## src/logic/ext_bus_pkg.sv

```systemverilog
// Package with constants for the external bus interface
package ext_bus_pkg;
  localparam int          ADDR_WIDTH      = 23;
  localparam int          DATA_WIDTH      = 16;
  localparam int          WAIT_WIDTH      = 3;
  // Fewest software wait states that enable READY detection
  localparam logic [2:0]  READY_MIN_WAITS = 3'h2;
  // Synchroniser depth for pin inputs
  localparam int          SYNC_STAGES     = 3;
  localparam logic [2:0]  WAIT_RESET      = 3'h0;
  typedef enum logic [1:0] {SPACE_DATA, SPACE_PROG, SPACE_IO} space_type;
  typedef enum {ST_IDLE, ST_WAIT, ST_READY, ST_HOLD} bus_state_type;
endpackage

```

## src/logic/pin_sync.sv

```systemverilog
// Three-stage pin synchroniser with agreement filter
`timescale 1ns/1ps
`default_nettype none
module pin_sync #(
  parameter logic RESET_LEVEL = 1'b1
) (
  // Clock and reset
  input  wire logic sys_clk,
  input  wire logic reset_n,
  // Pin and filtered level
  input  wire logic pin,
  output logic      level
);
  logic [2:0] stage;

  // First stage only feeds the second, a change counts once stages two and three agree
  always_ff @(posedge sys_clk or negedge reset_n)
  begin
    if (!reset_n)
    begin
      stage <= {3{RESET_LEVEL}};
      level <= RESET_LEVEL;
    end
    else
    begin
      stage <= {stage[1:0], pin};
      if (stage[1] == stage[2])
        level <= stage[2];
    end
  end
endmodule
`default_nettype wire

```

## src/logic/dsp_external_bus_interface.sv

```systemverilog
// External bus control: selects, strobes, wait states, hold and output disable
// What this block does
// RULE1: Space selects high except during own access, low with valid address.
// RULE2: Space selects float while in hold.
// RULE3: Memory strobe low only during data or program memory access.
// RULE4: I/O strobe low only during I/O access.
// RULE5: Both strobes float while in hold.
// RULE6: Direction rests high for read, low only during writes.
// RULE7: Direction floats in hold or while output disable low.
// RULE8: READY low stretches access; wait one cycle and sample again.
// RULE9: READY honoured only with two or more software wait states.
// RULE10: READY not sampled before software wait states finish.
// RULE11: External master requests hold; bus lines float once acknowledged.
// RULE12: Hold acknowledge asserted exactly while in hold with lines released.
// RULE13: Microstate complete low during last wait state when two or more.
// RULE14: Tying microstate complete to READY yields one extra external wait; here the READY filter drops that one-cycle low, so no wait is added.
// RULE15: Output disable low floats acknowledge, selects, strobes, microstate output.
// RULE16: Address bus floats in hold or while output disable low.
// RULE17: Data bus floats unless writing, and in reset or hold request.
// RULE18: Wait state count comes from a software configuration input.
// RULE19: Hold granted only between accesses, never mid strobe.
`timescale 1ns/1ps
`default_nettype none
module dsp_external_bus_interface #(
  parameter int ADDR_WIDTH = ext_bus_pkg::ADDR_WIDTH,
  parameter int DATA_WIDTH = ext_bus_pkg::DATA_WIDTH,
  parameter int WAIT_WIDTH = ext_bus_pkg::WAIT_WIDTH
) (
  // Clock and reset
  input  wire logic                  sys_clk,
  input  wire logic                  reset_n,
  // CPU side access request
  input  wire logic                  cpu_req,
  input  wire logic [1:0]            cpu_space,
  input  wire logic                  cpu_write,
  input  wire logic [ADDR_WIDTH-1:0] cpu_addr,
  input  wire logic [DATA_WIDTH-1:0] cpu_wdata,
  input  wire logic [WAIT_WIDTH-1:0] wait_states,
  output logic                       cpu_ack,
  output logic [DATA_WIDTH-1:0]      cpu_rdata,
  // External pins, inputs
  input  wire logic                  ready_pin,
  input  wire logic                  hold_request_n,
  input  wire logic                  output_disable_n,
  input  wire logic [DATA_WIDTH-1:0] data_in,
  // Address and data with active-low enables
  output logic [ADDR_WIDTH-1:0]      addr_out,
  output logic                       addr_oe_n,
  output logic [DATA_WIDTH-1:0]      data_out,
  output logic                       data_oe_n,
  // Control outputs, each with an active-low enable
  output logic                       data_space_select_n,
  output logic                       program_space_select_n,
  output logic                       io_space_select_n,
  output logic                       select_oe_n,
  output logic                       memory_strobe_n,
  output logic                       io_strobe_n,
  output logic                       strobe_oe_n,
  output logic                       read_write,
  output logic                       read_write_oe_n,
  output logic                       hold_acknowledge_n,
  output logic                       hold_acknowledge_oe_n,
  output logic                       microstate_complete_n,
  output logic                       microstate_complete_oe_n
);
  ext_bus_pkg::bus_state_type state;
  logic [WAIT_WIDTH-1:0]      wait_count;
  logic [WAIT_WIDTH-1:0]      wait_total;
  logic [1:0]                 space;
  logic                       writing;
  logic                       ready_level;
  logic                       hold_level;
  logic                       enable_level;
  logic                       in_access;
  logic                       ready_checked;
  logic                       finishing;

  // READY, hold request and output disable pins pass the agreement synchroniser
  pin_sync #(.RESET_LEVEL(1'b1)) u_ready_sync
  (
    .sys_clk (sys_clk),
    .reset_n (reset_n),
    .pin     (ready_pin),
    .level   (ready_level)
  );
  pin_sync #(.RESET_LEVEL(1'b1)) u_hold_sync
  (
    .sys_clk (sys_clk),
    .reset_n (reset_n),
    .pin     (hold_request_n),
    .level   (hold_level)
  );
  pin_sync #(.RESET_LEVEL(1'b1)) u_off_sync
  (
    .sys_clk (sys_clk),
    .reset_n (reset_n),
    .pin     (output_disable_n),
    .level   (enable_level)
  );

  // READY only counts with enough waits programmed
  assign ready_checked = (wait_total >= WAIT_WIDTH'(ext_bus_pkg::READY_MIN_WAITS)); // see RULE9
  assign in_access     = (state == ext_bus_pkg::ST_WAIT) || (state == ext_bus_pkg::ST_READY);

  // Access sequencer; hold is taken only from idle so no strobe is cut short
  always_ff @(posedge sys_clk or negedge reset_n)
  begin
    if (!reset_n)
    begin
      state      <= ext_bus_pkg::ST_IDLE;
      wait_count <= WAIT_WIDTH'(ext_bus_pkg::WAIT_RESET);
      wait_total <= WAIT_WIDTH'(ext_bus_pkg::WAIT_RESET);
      space      <= 2'h0;
      writing    <= 1'b0;
      addr_out   <= '0;
      data_out   <= '0;
      cpu_rdata  <= '0;
      cpu_ack    <= 1'b0;
      finishing  <= 1'b0;
    end
    else
    begin
      // Read data is taken one edge after the sequencer ends, while the
      // registered strobe still stands; otherwise a zero-wait read would
      // sample the bus before the device was ever selected
      finishing <= 1'b0;
      cpu_ack   <= finishing;
      if (finishing)
        cpu_rdata <= data_in;
      unique case (state)
        ext_bus_pkg::ST_IDLE:
        begin
          if (!hold_level)
            state <= ext_bus_pkg::ST_HOLD; // see RULE19
          else if (cpu_req)
          begin
            state      <= ext_bus_pkg::ST_WAIT;
            wait_count <= wait_states; // see RULE18
            wait_total <= wait_states;
            space      <= cpu_space;
            writing    <= cpu_write;
            addr_out   <= cpu_addr;
            data_out   <= cpu_wdata;
          end
        end
        ext_bus_pkg::ST_WAIT:
        begin
          // Software waits run out before READY is looked at
          if (wait_count != '0)
            wait_count <= wait_count - WAIT_WIDTH'(1); // see RULE10
          else if (ready_checked)
            state <= ext_bus_pkg::ST_READY;
          else
          begin
            state     <= ext_bus_pkg::ST_IDLE;
            finishing <= 1'b1;
          end
        end
        ext_bus_pkg::ST_READY:
        begin
          // Low READY costs one cycle, then it is sampled again
          if (ready_level) // see RULE8
          begin
            state     <= ext_bus_pkg::ST_IDLE;
            finishing <= 1'b1;
          end
        end
        ext_bus_pkg::ST_HOLD:
        begin
          if (hold_level)
            state <= ext_bus_pkg::ST_IDLE; // see RULE11
        end
      endcase
    end
  end

  // Control levels, registered so pins are glitch free
  always_ff @(posedge sys_clk or negedge reset_n)
  begin
    if (!reset_n)
    begin
      data_space_select_n    <= 1'b1;
      program_space_select_n <= 1'b1;
      io_space_select_n      <= 1'b1;
      memory_strobe_n        <= 1'b1;
      io_strobe_n            <= 1'b1;
      read_write             <= 1'b1;
      hold_acknowledge_n     <= 1'b1;
      microstate_complete_n  <= 1'b1;
    end
    else
    begin
      data_space_select_n    <= !(in_access && space == 2'(ext_bus_pkg::SPACE_DATA)); // see RULE1
      program_space_select_n <= !(in_access && space == 2'(ext_bus_pkg::SPACE_PROG)); // see RULE1
      io_space_select_n      <= !(in_access && space == 2'(ext_bus_pkg::SPACE_IO)); // see RULE1
      memory_strobe_n        <= !(in_access && space != 2'(ext_bus_pkg::SPACE_IO)); // see RULE3
      io_strobe_n            <= !(in_access && space == 2'(ext_bus_pkg::SPACE_IO)); // see RULE4
      read_write             <= !(in_access && writing); // see RULE6
      hold_acknowledge_n     <= !(state == ext_bus_pkg::ST_HOLD); // see RULE12
      // Low while the last software wait runs; one cycle only, so a tie to READY is dropped by the filter and adds no wait
      microstate_complete_n  <= !(state == ext_bus_pkg::ST_WAIT && ready_checked
                                  && wait_count == WAIT_WIDTH'(1)); // see RULE13
    end
  end

  // Output enables, registered; output disable releases every pin, hold all but acknowledge and microstate complete
  always_ff @(posedge sys_clk or negedge reset_n)
  begin
    if (!reset_n)
    begin
      addr_oe_n                <= 1'b1;
      data_oe_n                <= 1'b1;
      select_oe_n              <= 1'b1;
      strobe_oe_n              <= 1'b1;
      read_write_oe_n          <= 1'b1;
      hold_acknowledge_oe_n    <= 1'b1;
      microstate_complete_oe_n <= 1'b1;
    end
    else
    begin
      addr_oe_n                <= !(enable_level && state != ext_bus_pkg::ST_HOLD); // see RULE16
      data_oe_n                <= !(enable_level && hold_level && in_access
                                    && writing); // see RULE17
      select_oe_n              <= !(enable_level && state != ext_bus_pkg::ST_HOLD); // see RULE2
      strobe_oe_n              <= !(enable_level && state != ext_bus_pkg::ST_HOLD); // see RULE5
      read_write_oe_n          <= !(enable_level && state != ext_bus_pkg::ST_HOLD); // see RULE7
      hold_acknowledge_oe_n    <= !enable_level; // see RULE15
      microstate_complete_oe_n <= !enable_level; // see RULE15
    end
  end
endmodule
`default_nettype wire

```

## config.mk

```make
export PLATFORM = sky130hd
export DESIGN_NAME = dsp_external_bus_interface
export DESIGN_NICKNAME = d
export VERILOG_FILES = /design/src/logic/ext_bus_pkg.sv /design/src/logic/pin_sync.sv /design/src/logic/dsp_external_bus_interface.sv
export SDC_FILE = /design/constraint.sdc
export NUM_CORES = 1
export LEC_CHECK = 0
export BUFFER_PORTS_ARGS = -buffer_cell sky130_fd_sc_hd__buf_2
export CORE_ASPECT_RATIO = 1.75
export CORE_MARGIN = 2
export CORE_UTILIZATION = 52
export DETAILED_ROUTE_END_ITERATION = 8
export HOLD_SLACK_MARGIN = 0.05
export PLACE_DENSITY_LB_ADDON = 0.2
export SLEW_MARGIN = 20
export SYNTH_ARGS = -nofsm -noshare
export SYNTH_HDL_FRONTEND = slang
export SYNTH_SLANG_ARGS = --single-unit
export TNS_END_PERCENT = 100
```

## constraint.sdc

```tcl
create_clock -name sys_clk -period 3.5 [get_ports sys_clk]
set_clock_uncertainty 0.2 [all_clocks]
set_input_delay 0.35 -clock sys_clk [delete_from_list [all_inputs] [get_ports sys_clk]]
set_output_delay 0.35 -clock sys_clk [all_outputs]
set_load 0.01 [all_outputs]
```

==> metrics.cfg <==
[synthesis]
netlist_area_um2=3456
synth.area.top_cells=dfrtp_1, dfstp_2, nand2_1
synth_top_area_share=0.4852
synth-async-reset-ratio=1.000
synth-edff-count=0
ys.flop_type=dfrtp_1
synth_cell_types=31
ys_seq_elements=89
syn-num-nets=388
yosys.area.top_type=dfrtp_1
syn_avg_cell_area_um2=11.04
synthTopCellsByCount=nand2_1, dfrtp_1, dfstp_2
yosys_warnings=0
syn_inst=313
synth_most_common_cell=nand2_1
yosysSeqAreaShare=0.6524

[clock_network]
clkLatencyLatePin_ns=0.33
cts_root_buffer=clkbuf_16
clockBufferDepth=2
clk_pin_slew_ns=0.06
numCtsBuffers=9
clock-sinks=89
post_cts_buffers=0
htreeDepth=3
cts_tree=yes

[final_layout]
nNetsFinal=580
syn2layout_area_growth_pct=46.05
drive_above_1_share=0.3765
fill_cells=402

[sta]
final_period_minus_worst_setup_slack_ns=2.382
worst_slew_pin_slew_ns=0.8845
relSlewSlack=0.4096
fin_ws_ns=1.118
tns_ns=0
setup_viol=0
fmax_mhz=419.8
fin_crit_sh=0.6805
final-hold-violation-count=0
maxSlewViolCount=0
rsz0062_at_grt=false

[grt]
track_usage=0.2423
grt_pass1_vias=2909
antenna_found_initial=1
grt_pass1_wl_um=13460
gr-total-overflow=0
grt_start_max_net_pins=46

[worst_setup_path]
cp.arrival_ns=2.45
critPathRequiredTime_ns=3.57
critical_path.max_fanout=25
reg2regPathDepth=6
path_class=reg2reg
critPathLaunchType=flop
ff2ff_setup_slack_ns=1.12
cp-end-kind=flop
r2r_start=state[0]
r2r_end=addr_out[2]

[floorplanning]
core_area_um2=6490
initial_core_util=0.5325
ios=138
rows=39
die_x_um=65.63
dieArea_um2=7340
die_y_um=111.8

[job]
max-cap-violations=0

[power_and_ir_drop]
power.density_nw_per_um2=803.1
power.leakage_uw=0.002637
vdd.ir_drop.worst_mv=0.4890

[place]
dp_hpwl_um=5065
gp_congestion=0.8085
dp_slack_ns=1.175
port_buffers=137

[drt]
wirelength_um=8296
drt_iter0_drc=111
drcViolationCount=0
wl_per_cell_um=13.99
post_drt_via_cell_ratio=4.825
drtAntennaViolNets=0
drt_pass1_iterations=4
num_vias=2861

[hold_path]
hold-path-cell-count=2
holdCritStartpoint=data_in[8]
holdCritPathClass=in2reg
whs_endpoint=cpu_rdata[8]

[run_status]
status=finished clean

==> kinds of logic (layout without fill, tap and decap cells) <==
logic type,after synthesis,in the layout,share of synthesized area
adders and majority gates,11,11,0.03766
and+or+nand+nor,149,149,0.1727
muxes,21,21,0.06770
DFF,89,89,0.6524
other,0,1,0
buffers and inverters,27,224,0.04019
AOI/OAI and AO/OA,16,16,0.02932
==> report_power, final <==
part,internal [uW],switching (uW)
Sequential,1470,239
Combinational,650,762
Clock,573,361
==> cell usage in the layout (no fill, tap or decap), types with 2 or more instances in the layout <==
cell type | netlist | routed
a21boi_0 | 2 | 2
a21oi_1 | 3 | 3
buf_2 | 6 | 136
buf_4 | 6 | 4
clkbuf_1 | 4 | 4
clkbuf_16 | 0 | 9
dfrtp_1 | 67 | 67
dfstp_2 | 22 | 22
dlygate4sd3_1 | 0 | 58
ha_1 | 8 | 8
inv_1 | 10 | 10
maj3_1 | 3 | 3
mux2_1 | 2 | 2
mux2_2 | 17 | 17
mux2i_1 | 2 | 2
nand2_1 | 134 | 134
nand2b_1 | 3 | 3
nand3b_1 | 3 | 3
nor2_1 | 2 | 2
o21ai_0 | 4 | 4
o22ai_1 | 2 | 2
==> state kept, by name (all words and copies together) (netlist names), 2 cells and up <==
signal              cells
state                   2
space                   2
u_ready_sync.stage      3
data_out               16
u_hold_sync.stage       3
addr_out               23
cpu_rdata              16
wait_total              2
wait_count              3
u_off_sync.stage        3
==> layer usage <==
metal	track usage	wire [um]
met5	0	0
met4	0.1389	312
met3	0.05556	474
met2	0.4162	4379
met1	0.2660	3130
==> worst max-delay path, cell delays in order, from the launching register on <==
cell and delay [ns]:
dfrtp_1 0.41, inv_1 0.12, ha_1 0.30, and3_1 0.71
buf_4 0.40, nand2_1 0.11, nand2_1 0.07
==> timing repair <==
| action | 4_1_cts | 5_1_grt |
|---|---|---|
| hold buffers | 58 | 0 |
| endpoints found under the hold margin | 94 | 0 |
| resized for setup | 0 | 0 |
==> worst max-delay path by stage <==
stage / startpoint / depth (start not counted) / to
global route: state[0] / 6 / addr_out[6]
detailed placement: state[0] / 6 / addr_out[2]
floorplan: state[0] / 6 / wait_count[1]
CTS: state[0] / 6 / data_out[13]
global placement: state[0] / 6 / data_out[4]
finish: state[0] / 6 / addr_out[2]
==> cell type report <==
type / count / area [um^2] / area share
diodes: 1 / 2.502 / 0.0004958
well taps: 82 / 102.6 / 0.02033
inverters: 10 / 37.54 / 0.007437
flip-flops and latches: 89 / 2255 / 0.4467
clock inverters: 2 / 37.54 / 0.007437
clock buffers: 14 / 254.0 / 0.05032
repair buffers: 198 / 1291 / 0.2558
multi-input cells: 197 / 1067 / 0.2115
==> stage by stage <==
stage | power (uW) | hold slack (ns) | instances | util | area [um^2]
finish | 4054 | 0.05622 | 593 | 0.7777 | 5047
global route | 4327 | 0.05615 | 593 | 0.7777 | 5047
CTS | 4059 | 0.05288 | 592 | 0.7773 | 5045
detailed placement | 3068 | 0.1470 | 518 | 0.6430 | 4173
global placement | 3005 | 0.1459 | 518 | 0.6430 | 4173
floorplan | 2520 | -0.1456 | 313 | - | 3456
No activity file was read; power rests on OpenSTA's default activity.
